## config.mk

```make
export PLATFORM = sky130hd
export DESIGN_NAME = low_power_mode_controller
export DESIGN_NICKNAME = d
export VERILOG_FILES = /design/src/hw/lpmc_pkg.sv /design/src/hw/low_power_mode_controller.sv
export SDC_FILE = /design/constraint.sdc
export NUM_CORES = 1
export LEC_CHECK = 0
export ABC_AREA = 1
export BUFFER_PORTS_ARGS = -buffer_cell sky130_fd_sc_hd__buf_2
export CORE_MARGIN = 1
export CORE_UTILIZATION = 45
export CTS_CLUSTER_SIZE = 10
export DETAILED_ROUTE_END_ITERATION = 6
export PLACE_DENSITY_LB_ADDON = 0.3
export SLEW_MARGIN = 40
export SYNTH_ARGS = -nofsm -noshare
export SYNTH_HDL_FRONTEND = slang
export SYNTH_SLANG_ARGS = --single-unit
```

## constraint.sdc

```tcl
create_clock -name core_clk -period 1.1 [get_ports core_clk]
set_input_delay 0.055 -clock core_clk [delete_from_list [all_inputs] [get_ports core_clk]]
set_output_delay 0.055 -clock core_clk [all_outputs]
set_load 0.05 [all_outputs]
```

## src/hw/lpmc_pkg.sv

```systemverilog
// constants and types shared by the low power mode controller
package lpmc_pkg;
    localparam int unsigned LPMC_ADDR_W = 10;
    localparam int unsigned LPMC_NIB_W = 4;
    localparam logic [LPMC_ADDR_W-1:0] LPMC_IRQ_NIBBLE_ADDR = 10'h003;
    localparam logic [LPMC_ADDR_W-1:0] LPMC_RAM_VALID_ADDR = 10'h021;
    localparam int unsigned LPMC_CONV_FLAG_BIT = 0;
    localparam int unsigned LPMC_CONV_MASK_BIT = 1;
    localparam int unsigned LPMC_SER_FLAG_BIT = 2;
    localparam int unsigned LPMC_SER_MASK_BIT = 3;
    localparam int unsigned LPMC_RAM_VALID_BIT = 3;
    localparam logic LPMC_FLAG_RESET = 1'h0;
    localparam logic LPMC_MASK_RESET = 1'h1;
    localparam logic LPMC_RAM_VALID_RESET = 1'h0;
    localparam logic [LPMC_NIB_W-1:0] LPMC_NIB_ZERO = 4'h0;

    typedef enum logic [1:0] {
        LPMC_ACTIVE = 2'h0,
        LPMC_STANDBY = 2'h1,
        LPMC_STOP = 2'h3,
        LPMC_RESTART = 2'h2
    } lpmc_mode_t;

    typedef struct packed {
        lpmc_mode_t mode;
        logic serialRequestFlag;
        logic serialRequestMask;
        logic conversionDoneFlag;
        logic conversionRequestMask;
        logic ramValidFlag;
        logic wakeSync1_b;
        logic wakeSync2_b;
        logic wakeSeen;
        logic programRestart;
        logic instructionAsNop;
        logic [LPMC_NIB_W-1:0] readData;
    } lpmc_state_t;
endpackage

```

## src/hw/low_power_mode_controller.sv

```systemverilog
// operating mode control with serial and converter request flags and masks
`timescale 1ns/10ps

module low_power_mode_controller (
    input wire logic core_clk,
    input wire logic rst_b,
    input wire logic wakeFromHaltInput_b,
    input wire logic [lpmc_pkg::LPMC_ADDR_W-1:0] ctrlAddr,
    input wire logic ctrlWrite,
    input wire logic ctrlRead,
    input wire logic [lpmc_pkg::LPMC_NIB_W-1:0] ctrlWrData,
    output logic [lpmc_pkg::LPMC_NIB_W-1:0] ctrlRdData,
    input wire logic idleEntryInstruction,
    input wire logic haltEntryInstruction,
    input wire logic globalInterruptEnable,
    input wire logic otherRequestPending,
    input wire logic serialTransferDone,
    input wire logic serialTransferSuspended,
    input wire logic conversionDone,
    output logic instructionClockRun,
    output logic oscillatorRun,
    output logic cpuResetHold,
    output logic peripheralResetHold,
    output logic portOutputHold,
    output logic portHighImpedance,
    output logic programRestart,
    output logic instructionAsNop,
    output logic serialRequest,
    output logic conversionRequest,
    output logic interruptService,
    output logic [1:0] operatingMode
);
    import lpmc_pkg::*;

    logic rstSync1_b;
    logic rstSync2_b;
    lpmc_state_t state_q;
    lpmc_state_t state_d;
    logic anyRequest;
    logic enterIdle;
    logic enterHalt;
    logic wrIrqNibble;

    // reset release through two flip-flops; assertion stays asynchronous
    always_ff @(posedge core_clk or negedge rst_b) begin
        if (!rst_b) begin
            rstSync1_b <= 1'h0;
            rstSync2_b <= 1'h0;
        end else begin
            rstSync1_b <= 1'h1;
            rstSync2_b <= rstSync1_b;
        end
    end

    always_comb begin
        serialRequest = state_q.serialRequestFlag & ~state_q.serialRequestMask;
        conversionRequest = state_q.conversionDoneFlag & ~state_q.conversionRequestMask;
        anyRequest = serialRequest | conversionRequest | otherRequestPending;
        interruptService = anyRequest & globalInterruptEnable & (state_q.mode == LPMC_ACTIVE);
        // entry is dropped to a no-op when a request would be lost otherwise
        enterIdle = idleEntryInstruction & ~(anyRequest & ~globalInterruptEnable);
        enterHalt = haltEntryInstruction & ~idleEntryInstruction
            & ~(anyRequest & ~globalInterruptEnable);
        wrIrqNibble = ctrlWrite & (ctrlAddr == LPMC_IRQ_NIBBLE_ADDR);
    end

    always_comb begin
        state_d = state_q;
        state_d.wakeSync1_b = wakeFromHaltInput_b;
        state_d.wakeSync2_b = state_q.wakeSync1_b;
        state_d.programRestart = 1'h0;
        state_d.instructionAsNop = 1'h0;

        // software may only clear a request flag; writing one leaves it alone
        if (wrIrqNibble) begin
            state_d.conversionDoneFlag = state_q.conversionDoneFlag
                & ctrlWrData[LPMC_CONV_FLAG_BIT];
            state_d.serialRequestFlag = state_q.serialRequestFlag
                & ctrlWrData[LPMC_SER_FLAG_BIT];
            state_d.conversionRequestMask = ctrlWrData[LPMC_CONV_MASK_BIT];
            state_d.serialRequestMask = ctrlWrData[LPMC_SER_MASK_BIT];
        end
        // hardware set wins over a clear in the same cycle
        if (conversionDone) begin
            state_d.conversionDoneFlag = 1'h1;
        end
        if (serialTransferDone | serialTransferSuspended) begin
            state_d.serialRequestFlag = 1'h1;
        end

        if (ctrlRead) begin
            if (ctrlAddr == LPMC_IRQ_NIBBLE_ADDR) begin
                state_d.readData = LPMC_NIB_ZERO;
                state_d.readData[LPMC_CONV_FLAG_BIT] = state_q.conversionDoneFlag;
                state_d.readData[LPMC_CONV_MASK_BIT] = state_q.conversionRequestMask;
                state_d.readData[LPMC_SER_FLAG_BIT] = state_q.serialRequestFlag;
                state_d.readData[LPMC_SER_MASK_BIT] = state_q.serialRequestMask;
            end else if (ctrlAddr == LPMC_RAM_VALID_ADDR) begin
                state_d.readData = LPMC_NIB_ZERO;
                state_d.readData[LPMC_RAM_VALID_BIT] = state_q.ramValidFlag;
            end else begin
                state_d.readData = LPMC_NIB_ZERO;
            end
        end

        case (state_q.mode)
            LPMC_ACTIVE: begin
                state_d.wakeSeen = 1'h0;
                if ((idleEntryInstruction | haltEntryInstruction) & ~enterIdle & ~enterHalt) begin
                    state_d.instructionAsNop = 1'h1;
                end
                if (enterIdle) begin
                    state_d.mode = LPMC_STANDBY;
                end else if (enterHalt) begin
                    state_d.mode = LPMC_STOP;
                end
            end
            LPMC_STANDBY: begin
                // wake on any unmasked request; the enable is checked after resuming
                if (anyRequest) begin
                    state_d.mode = LPMC_ACTIVE;
                end
            end
            LPMC_STOP: begin
                // the wake input restarts the oscillator while it is held low
                if (!state_q.wakeSync2_b) begin
                    state_d.wakeSeen = 1'h1;
                    state_d.mode = LPMC_RESTART;
                end
            end
            LPMC_RESTART: begin
                // release of the wake input ends stop; RAM is untouched
                if (state_q.wakeSync2_b) begin
                    state_d.mode = LPMC_ACTIVE;
                    state_d.ramValidFlag = 1'h1;
                    state_d.programRestart = 1'h1;
                end
            end
            default: begin
                state_d.mode = LPMC_ACTIVE;
            end
        endcase

        // stop resets every peripheral, including their request flags
        if (state_q.mode == LPMC_STOP || state_q.mode == LPMC_RESTART) begin
            state_d.serialRequestFlag = LPMC_FLAG_RESET;
            state_d.conversionDoneFlag = LPMC_FLAG_RESET;
            state_d.serialRequestMask = LPMC_MASK_RESET;
            state_d.conversionRequestMask = LPMC_MASK_RESET;
        end
    end

    always_ff @(posedge core_clk or negedge rstSync2_b) begin
        if (!rstSync2_b) begin
            state_q.mode <= LPMC_ACTIVE;
            state_q.serialRequestFlag <= LPMC_FLAG_RESET;
            state_q.serialRequestMask <= LPMC_MASK_RESET;
            state_q.conversionDoneFlag <= LPMC_FLAG_RESET;
            state_q.conversionRequestMask <= LPMC_MASK_RESET;
            state_q.ramValidFlag <= LPMC_RAM_VALID_RESET;
            state_q.wakeSync1_b <= 1'h1;
            state_q.wakeSync2_b <= 1'h1;
            state_q.wakeSeen <= 1'h0;
            state_q.programRestart <= 1'h1;
            state_q.instructionAsNop <= 1'h0;
            state_q.readData <= LPMC_NIB_ZERO;
        end else begin
            state_q <= state_d;
        end
    end

    always_comb begin
        ctrlRdData = state_q.readData;
        instructionClockRun = (state_q.mode == LPMC_ACTIVE) & rstSync2_b;
        oscillatorRun = (state_q.mode != LPMC_STOP);
        cpuResetHold = (state_q.mode == LPMC_STOP) | (state_q.mode == LPMC_RESTART);
        peripheralResetHold = (state_q.mode == LPMC_STOP)
            | (state_q.mode == LPMC_RESTART);
        portOutputHold = (state_q.mode == LPMC_STANDBY);
        portHighImpedance = (state_q.mode == LPMC_STOP) | (state_q.mode == LPMC_RESTART);
        programRestart = state_q.programRestart;
        instructionAsNop = state_q.instructionAsNop;
        operatingMode = state_q.mode;
    end
endmodule

```

Word level (Yosys, flattened, before mapping)
Index checks and enable logic that the tools add are counted.
Storage, ports and cells
  register bits: 17
  bits of input ports: 26
  output and inout bits: 17
  word-level logic and storage cells: 72
Operators by class
  equality and inequality tests: 10
  muxes and demuxes: 16
  bitwise logic cells: 26
  reductions and logical operators: 7
Operators by type and width (number)
  two-way mux 4 bit: 4
  AND 1 bit: 14
  equality test 10 x 2 -> 1 bit, second input constant: 1
  equality test 10 x 6 -> 1 bit, second input constant: 1
  two-way mux 2 bit: 5
  case mux 2 bit (4 select lines): 1
  NOT 1 bit: 7
  two-way mux 1 bit: 6
  != test 2 bit, second input constant: 3
  nonzero test 3 bit: 2
  bitwise OR 1 bit: 5
  equality test 2 bit, second input constant: 2
  AND reduction 4 bit: 1
  != test 3 bit, second input constant: 1
  equality test 2 x 1 -> 1 bit, second input constant: 1
  logical NOT 2 bit: 1
  != test 2 x 1 -> 1 bit, second input constant: 1
  AND reduction 2 bit: 1
  nonzero test 2 bit: 1
  logical OR 1 bit: 1

Depth between registers and ports, before layout
Gate-level depths: netlist (run 1).
  depth after elaboration: 12
  mapped depth: 8
  gate-level depth less buffers: 8

Least setup slack after synthesis (run 1)
OpenSTA, ideal clock, no wires.
  path kind: register to output
  start: register rstSync2_b
  end: output instructionClockRun
  arrival: 1.850 ns
  required time: 1.045 ns
  slack: -0.805 ns
  cell stages (with the launch flop): 2
  buffers on the path: 0
  cell sequence: dfrtp_1 nor3b_1
Between the ends
  word-level cells in the longest chain between the ends: 1
Ends and longest elaborated chain
  start, declared: line low_power_mode_controller.sv:36  | logic rstSync2_b;
  start signal, assigned: line low_power_mode_controller.sv:51  | rstSync2_b <= rstSync1_b;
  AND 1 bit: line low_power_mode_controller.sv:174  | instructionClockRun = (state_q.mode == LPMC_ACTIVE) & rstSync2_b;
  end, declared: line low_power_mode_controller.sv:20  | output logic instructionClockRun,
Every way passes these cells.

Worst setup path in the final report (run 1)
  start: register state_q[10] in the netlist's numbering
  end: output interruptService
Between the ends
  word-level cells in the longest chain between the ends: 6
Ends and longest elaborated chain
  start, declared: line low_power_mode_controller.sv:37  | lpmc_state_t state_q;
  start signal, assigned: line low_power_mode_controller.sv:168  | state_q <= state_d;
  NOT 1 bit: line low_power_mode_controller.sv:57  | conversionRequest = state_q.conversionDoneFlag & ~state_q.conversionRequestMask;
  AND 1 bit: line low_power_mode_controller.sv:57
  bitwise OR 1 bit (2 in series): line low_power_mode_controller.sv:58  | anyRequest = serialRequest | conversionRequest | otherRequestPending;
  AND 1 bit (2 in series): line low_power_mode_controller.sv:59  | interruptService = anyRequest & globalInterruptEnable & (state_q.mode == LPMC_ACTIVE);
  end, declared: line low_power_mode_controller.sv:30  | output logic interruptService,
Every way passes these cells.

==> key figures, run 1 <==
Worst setup path
  • Setup slack, reg-to-reg: -0.20 ns
  • RR Endpoint: operatingMode[0]$_DFFE_PN0P_
  • Critical path startpoint: state_q[10]$_DFFE_PN1P_
  • WP data required: 1.04 ns
  • Worst Path Arrival: approximately 1.3 ns
  • Critical path class: reg -> out
  • CP Max Fanout: 2
  • CP Launch Type: register
  • Setup crit end: interruptService
  • Worst flop-to-flop path startpoint: state_q[10]$_DFFE_PN1P_
  • Crit end category: output pin
  • R2R depth: 8

STA
  • Final Critical Period: 1.35 ns
  • Slew Limit Fails: 0
  • Fin worst setup slack: -0.253 ns
  • Unrepaired setup endpoints after global routing: true
  • Setup violations, final: 17
  • Fin crit share: 123%
  • Clk_skew: a little under 0.008 ns
  • Fmax: between 700 and 800 MHz
  • Fin. Hold Viols: 0

Floorplanning
  • Rows: 15
  • Die W: roughly 47 microns
  • Starting Density: about half
  • Core Region: 1800 sq um
  • Vert. Die Dim: ~47 microns
  • Die footprint: ~2200 sq um
  • Io pins: between 40 and 50

Clock network
  • TritonCTS buffer count: 3
  • Clock sink count: 17
  • Clock Path Buffers: 2
  • Clock slew at reported path FFs: ~0.1 ns
  • H-tree Lvls: 1
  • Clk root buf: clkbuf_4
  • Clock tree from TritonCTS: done
  • Skew-Pair Late Insertion Delay: around 0.29 ns

Power and ir drop
  • Leakage: approximately 0.8 nW
  • VDD IR-drop max: roughly 1.7 mV
  • PD cells: 2050 nW/um^2

Synthesis
  • Ys flop type: dfrtp_1
  • Post-synth net total: 143
  • Cell variety after synth: 21
  • Mux cell area share after synthesis: 0%
  • Yosys warnings: 0
  • Synth Area in XOR/XNOR: 0%
  • Mapped cell area: just over 900 sq um
  • Synth async-reset ratio: between 90% and 100%
  • Avg Inst Size Synth: a little under 8 sq um
  • Post-synth EDFFs: 0
  • Register area share after synthesis: around 48%
  • Synth Area in Adders: 0%
  • Post-Synth Simple-Gate Area: between 30% and 40%
  • Synth Area in Compound Gates: 5.52%
  • Largest family of logic cells by synthesized area: simple AND/OR/NAND/NOR gates
  • Instance count of the mapped netlist: around 120
  • Synth Register Bits: 17

Finish
  • Commonest non-fill, non-tap cells in the layout: buf_2 (30), nand2_1 (29), buf_4 (14)
  • Ant diodes: 0
  • Nets@finish: between 200 and 250
  • Most common cell after layout, fill and taps aside: buf_2
  • Post-layout instance area: approximately 1500 sq um
  • Final Util: between 80% and 90%
  • Layout cell share with drive strength beyond 1: 54.3%
  • Layout area overhead: 62.8%

Global route
  • Global route overflow: 0
  • Vias in the first global route: between 900 and 1k
  • Initial antenna violation count: 0
  • Global-route wire length before repair: approximately 3600 microns
  • Largest net degree at the start of global routing: 16
  • GRT Util Overall: between 20% and 30%

Place
  • Pre-CTS setup slack: -0.0352 ns
  • DP HPWL: between 1000 and 1500 microns
  • Placed cell areas: 1140 sq um
  • Port Buffer Count: 42
  • Routability cong.: 0.744

Outcome
  • Status: finished, violations left
  • Failing checks: negative setup slack

Routing
  • Vias: about 1.0k
  • Vias/cell: around 5
  • WL final: roughly 2600 microns
  • Initial DRT Pass Iterations: 4
  • Antenna-violating nets left: 0
  • Iteration-0 DRC Markers: 26
  • # DRC: 0
  • DR WL/cell: ~13 microns

Hold path
  • Worst min-delay path class: in -> reg
  • Worst hold path depth: 3

Run
  • Max-Cap Viols: 0
cell families after synthesis:
logic type | after synthesis
other | 1
buffers and inverters | 26
AND/OR/NAND/NOR | 63
AO/OA/AOI/OAI | 10
flip-flops | 17
Yosys cell counts, types with 3 or more instances:
cell type / n / area, sq um
nand3_1: 8 / 40.0
nor2_1: 8 / 30.0
inv_1: 14 / 52.6
dfrtp_1: 12 / 300
o21ai_1: 3 / 15.0
buf_4: 9 / 67.6
dfstp_2: 5 / 131
nor2_2: 3 / 18.8
nand2_1: 34 / 128
o21ai_0: 7 / 35.0
flip-flops by register name (all words and copies together), names as in the netlist:
signal,cells
ctrlRdData,4
operatingMode,2
state_d,1
rstSync1_b,1
programRestart,1
state_q,6
rstSync2_b,1
instructionAsNop,1
through the flow:
| stage | hold WS (ns) | TNS [ns] | std cells | power [mW] |
|---|---|---|---|---|
| final | 0.0420 | -2.40 | 200 | 3.03 |
| after global routing | 0.0569 | -3.22 | 200 | 3.14 |
| after CTS | 0.0493 | -1.51 | 196 | 2.72 |
| after detailed placement | -0.158 | -0.0728 | 181 | 2.01 |
| after global placement | -0.159 | -0.0000714 | 181 | 1.98 |
| after floorplan | -0.241 | -0.246 | 117 | 1.80 |
worst min-delay path by stage:
stage,from,end,slack [ns]
6_report,ctrlRead,ctrlRdData[3]$_DFFE_PN0P_,0.04
5_1_grt,rst_b,rstSync2_b$_DFF_PN0_,0.06
4_1_cts,ctrlRead,ctrlRdData[3]$_DFFE_PN0P_,0.05
3_5_place_dp,rst_b,rstSync1_b$_DFF_PN0_,-0.16
3_3_place_gp,rst_b,rstSync1_b$_DFF_PN0_,-0.16
2_1_floorplan,rst_b,rstSync1_b$_DFF_PN0_,-0.24
critical path: stages (launching register included):
cell and delay, ns:
dfstp_2 0.55, inv_2 0.05, nand2_4 0.07, nand3_4 0.07, nand3_2 0.08, inv_2 0.04, buf_6 0.14
layer usage:
layer | GRT usage [%] | share of wire (%) | routed length [microns]
met5 | 0 | 0 | 0
met3 | 6.15 | 6.9 | 180
met1 | 27.6 | 38 | 988
met4 | 6.86 | 2.7 | 70
met2 | 42.2 | 53 | 1370
final cells by class:
| cell class | instances | area [sq um] |
|---|---|---|
| Sequential cell | 17 | 434 |
| Tap cell | 25 | 31.3 |
| Fill cell | 129 | 327 |
| Inverter | 16 | 62.6 |
| Clock buffer | 4 | 26.3 |
| Timing Repair Buffer | 64 | 500 |
| Multi-Input combinational cell | 74 | 420 |
what timing repair did:
action | 4_1_cts | 5_1_grt
resized for setup | 43 | 17
pin swaps | 4 | 3
buffers inserted | 6 | 6
setup endpoints to repair | 15 | 20
cloned | 0 | 0
endpoints found under the hold margin | 6 | 0
hold buffers | 5 | 0
where the power goes:
group          internal [mW]  switching [mW]
Combinational          0.768            1.06
Clock                  0.141           0.193
Sequential             0.723           0.140
Note: power is estimated with default switching activity, not from simulation.
==> run 2: changes to the inputs <==
==> constraint.sdc (replaced) <==
create_clock -name core_clk -period 1.28 [get_ports core_clk]
set_input_delay 0.064 -clock core_clk [delete_from_list [all_inputs] [get_ports core_clk]]
set_output_delay 0.064 -clock core_clk [all_outputs]
set_load 0.05 [all_outputs]
==> key figures, run 2 (synthesis gave the netlist of run 1 again) <==
STA
  • Minimum hold slack: 0.0624 ns (+0.0204 ns)
  • Fin. Hold Viols: 0 (unchanged)
  • Fin worst setup slack: -0.131 ns (+0.123 ns)
  • Fin crit share: 110%
  • Slew Limit Fails: 0 (unchanged)
  • Clk_skew: 0.00289 ns (-0.00501 ns)
  • Fmax: 709 MHz
  • Final Critical Period: around 1.4 ns
  • Setup violations, final: 3 (-14)
  • Unrepaired setup endpoints after global routing: true
  • Setup TNS: -0.168 ns (+2.23 ns)

Power and ir drop
  • PD cells: 1670 nW/um^2 (-19%)
  • Leakage: 0.707 nW (-12%)
  • VDD IR-drop max: 1.17 mV (-30%)
  • Total chip power: 2.15 mW (-29%)

Worst setup path
  • Crit-path cells: inv_2 -> nand2_2 -> nand3_2 -> nand3_2 -> inv_2 -> buf_8
  • Critical path startpoint: state_q[10]$_DFFE_PN1P_
  • Setup slack, reg-to-reg: 0.03 ns (+0.23 ns)
  • Crit end category: output pin
  • Critical path class: reg -> out
  • Worst path slowest cell: dfstp_2
  • CP Max Fanout: 2 (unchanged)
  • Delay-heaviest family, CP: flip-flops
  • RR Endpoint: state_q[9]$_DFFE_PN0P_
  • R2R depth: 5 (-3)
  • Worst Path Arrival: 1.35 ns (+0.05 ns)
  • CP Launch Type: register
  • CP max stage delay: 0.55 ns (about the same)
  • WP data required: 1.22 ns (+0.18 ns)
  • CP bufs+invs: 3 (unchanged)
  • Worst flop-to-flop path startpoint: operatingMode[1]$_DFFE_PN0P_

Routing
  • Iteration-0 DRC Markers: 21 (-19%)
  • Initial DRT Pass Iterations: 5 (+1)
  • Antenna-violating nets left: 0 (unchanged)
  • # DRC: 0 (unchanged)
  • Vias/cell: 4.66 (-7.2%)
  • WL final: 2160 microns (-17%)
  • DR WL/cell: 11.3 microns (-13%)
  • Vias: 890 (-11%)

Finish
  • Layout cell share with drive strength beyond 1: 48.2% (-6.1 points)
  • Ant diodes: 0 (unchanged)
  • Fill cells: 146 (+13%)
  • Commonest non-fill, non-tap cells in the layout: buf_2 (36), nand2_1 (31), inv_1 (11)
  • Nets@finish: 193 (-4.5%)
  • Most common cell after layout, fill and taps aside: buf_2
  • Layout area overhead: 42.4%
  • Top reg by flops: state_q
  • Max reg flops: 6 (unchanged)

Hold path
  • Critical hold path startpoint: ctrlRead
  • Worst min-delay path class: in -> reg
  • Worst hold path depth: 3 (unchanged)
  • Hold Crit Endpoint: ctrlRdData[3]$_DFFE_PN0P_

Clock network
  • Clock slew at reported path FFs: 0.09 ns (about the same)
  • Clock Path Buffers: 2 (unchanged)
  • Skew-Pair Late Insertion Delay: 0.29 ns (about the same)
  • Clk root buf: clkbuf_4
  • Clock sink count: 17 (unchanged)
  • TritonCTS buffer count: 3 (unchanged)
  • H-tree Lvls: 1 (unchanged)
  • Clock tree from TritonCTS: done

Place
  • DP HPWL: 1430 microns (+0.93%)
  • Port Buffer Count: 42 (unchanged)
  • Routability cong.: 0.737 (-0.82%)
  • Pre-CTS setup slack: 0.139 ns (+0.174 ns)

Global route
  • Vias in the first global route: 803 (-12%)
  • Largest net degree at the start of global routing: 16 (unchanged)
  • Initial antenna violation count: 0 (unchanged)
  • Global-route wire length before repair: 3060 microns (-16%)
  • GRT Util Overall: 20.8% (-2.8 points)
  • Global route overflow: 0 (unchanged)

Floorplanning
  • Starting Density: 50.3% (unchanged)
  • Die W: 46.9 microns (unchanged)
  • Core Region: 1800 sq um (unchanged)
  • Rows: 15 (unchanged)
  • Vert. Die Dim: 46.9 microns (unchanged)
  • Io pins: 43 (unchanged)
  • Die footprint: 2200 sq um (unchanged)

Outcome
  • Failing checks: negative setup slack
  • Status: finished, violations left

Run
  • Max-Cap Viols: 0 (unchanged)
==> run 2: report_power, final <==
group,switching (mW),leakage (nW),internal (mW)
clock network,0.158,0.0150,0.121
logic,0.763,0.492,0.360
registers,0.122,0.200,0.623
==> run 2: stage by stage <==
step | instance area [sq um] | util (%) | std cells
after global routing | 1290 | 71.6 | 191
after floorplan | 921 | - | 117
after detailed placement | 1100 | 61.3 | 176
after global placement | 1100 | 61.3 | 176
final | 1290 | 71.6 | 191
after CTS | 1220 | 67.8 | 187
==> run 2: final cells by class <==
type                            instances  area (sq um)  share of cell area (%)
Sequential cell                        17           435                    33.8
Multi-Input combinational cell         74           379                    29.4
Timing Repair Buffer                   55           358                    27.7
Inverter                               16          60.1                    4.66
Tap cell                               25          31.3                    2.42
Clock buffer                            4          26.3                    2.04
==> run 2: what timing repair did <==
| action | in CTS | in global routing |
|---|---|---|
| pin swaps | 1 | 1 |
| endpoints found under the setup margin | 8 | 6 |
| hold buffers | 5 | 0 |
| gates resized for setup | 11 | 18 |
| setup buffers | 2 | 4 |
| hold endpoints to repair | 6 | 0 |
==> run 2: worst reg2reg max path: stages, from the launching register on <==
cell and delay (ns):
dfrtp_2 0.47, buf_4 0.15, buf_4 0.10, inv_2 0.03, nor3_1 0.29, or2_1 0.15
==> run 2: worst max path at each step <==
| stage | end | cells after the start |
|---|---|---|
| after floorplan | portOutputHold | 2 |
| after global placement | interruptService | 6 |
| after detailed placement | interruptService | 6 |
| after CTS | interruptService | 6 |
| after global routing | interruptService | 6 |
| final | interruptService | 6 |
==> run 2: routing by layer <==
| metal | vias up | global-route usage, % | part of all wire, % |
|---|---|---|---|
| met5 | - | 0 | 0 |
| met2 | 42 | 38.9 | 53 |
| met3 | 4 | 6.92 | 5.8 |
| met4 | 0 | 11.4 | 1.2 |
| li1 | 452 | - | - |
| met1 | 392 | 19.6 | 40 |
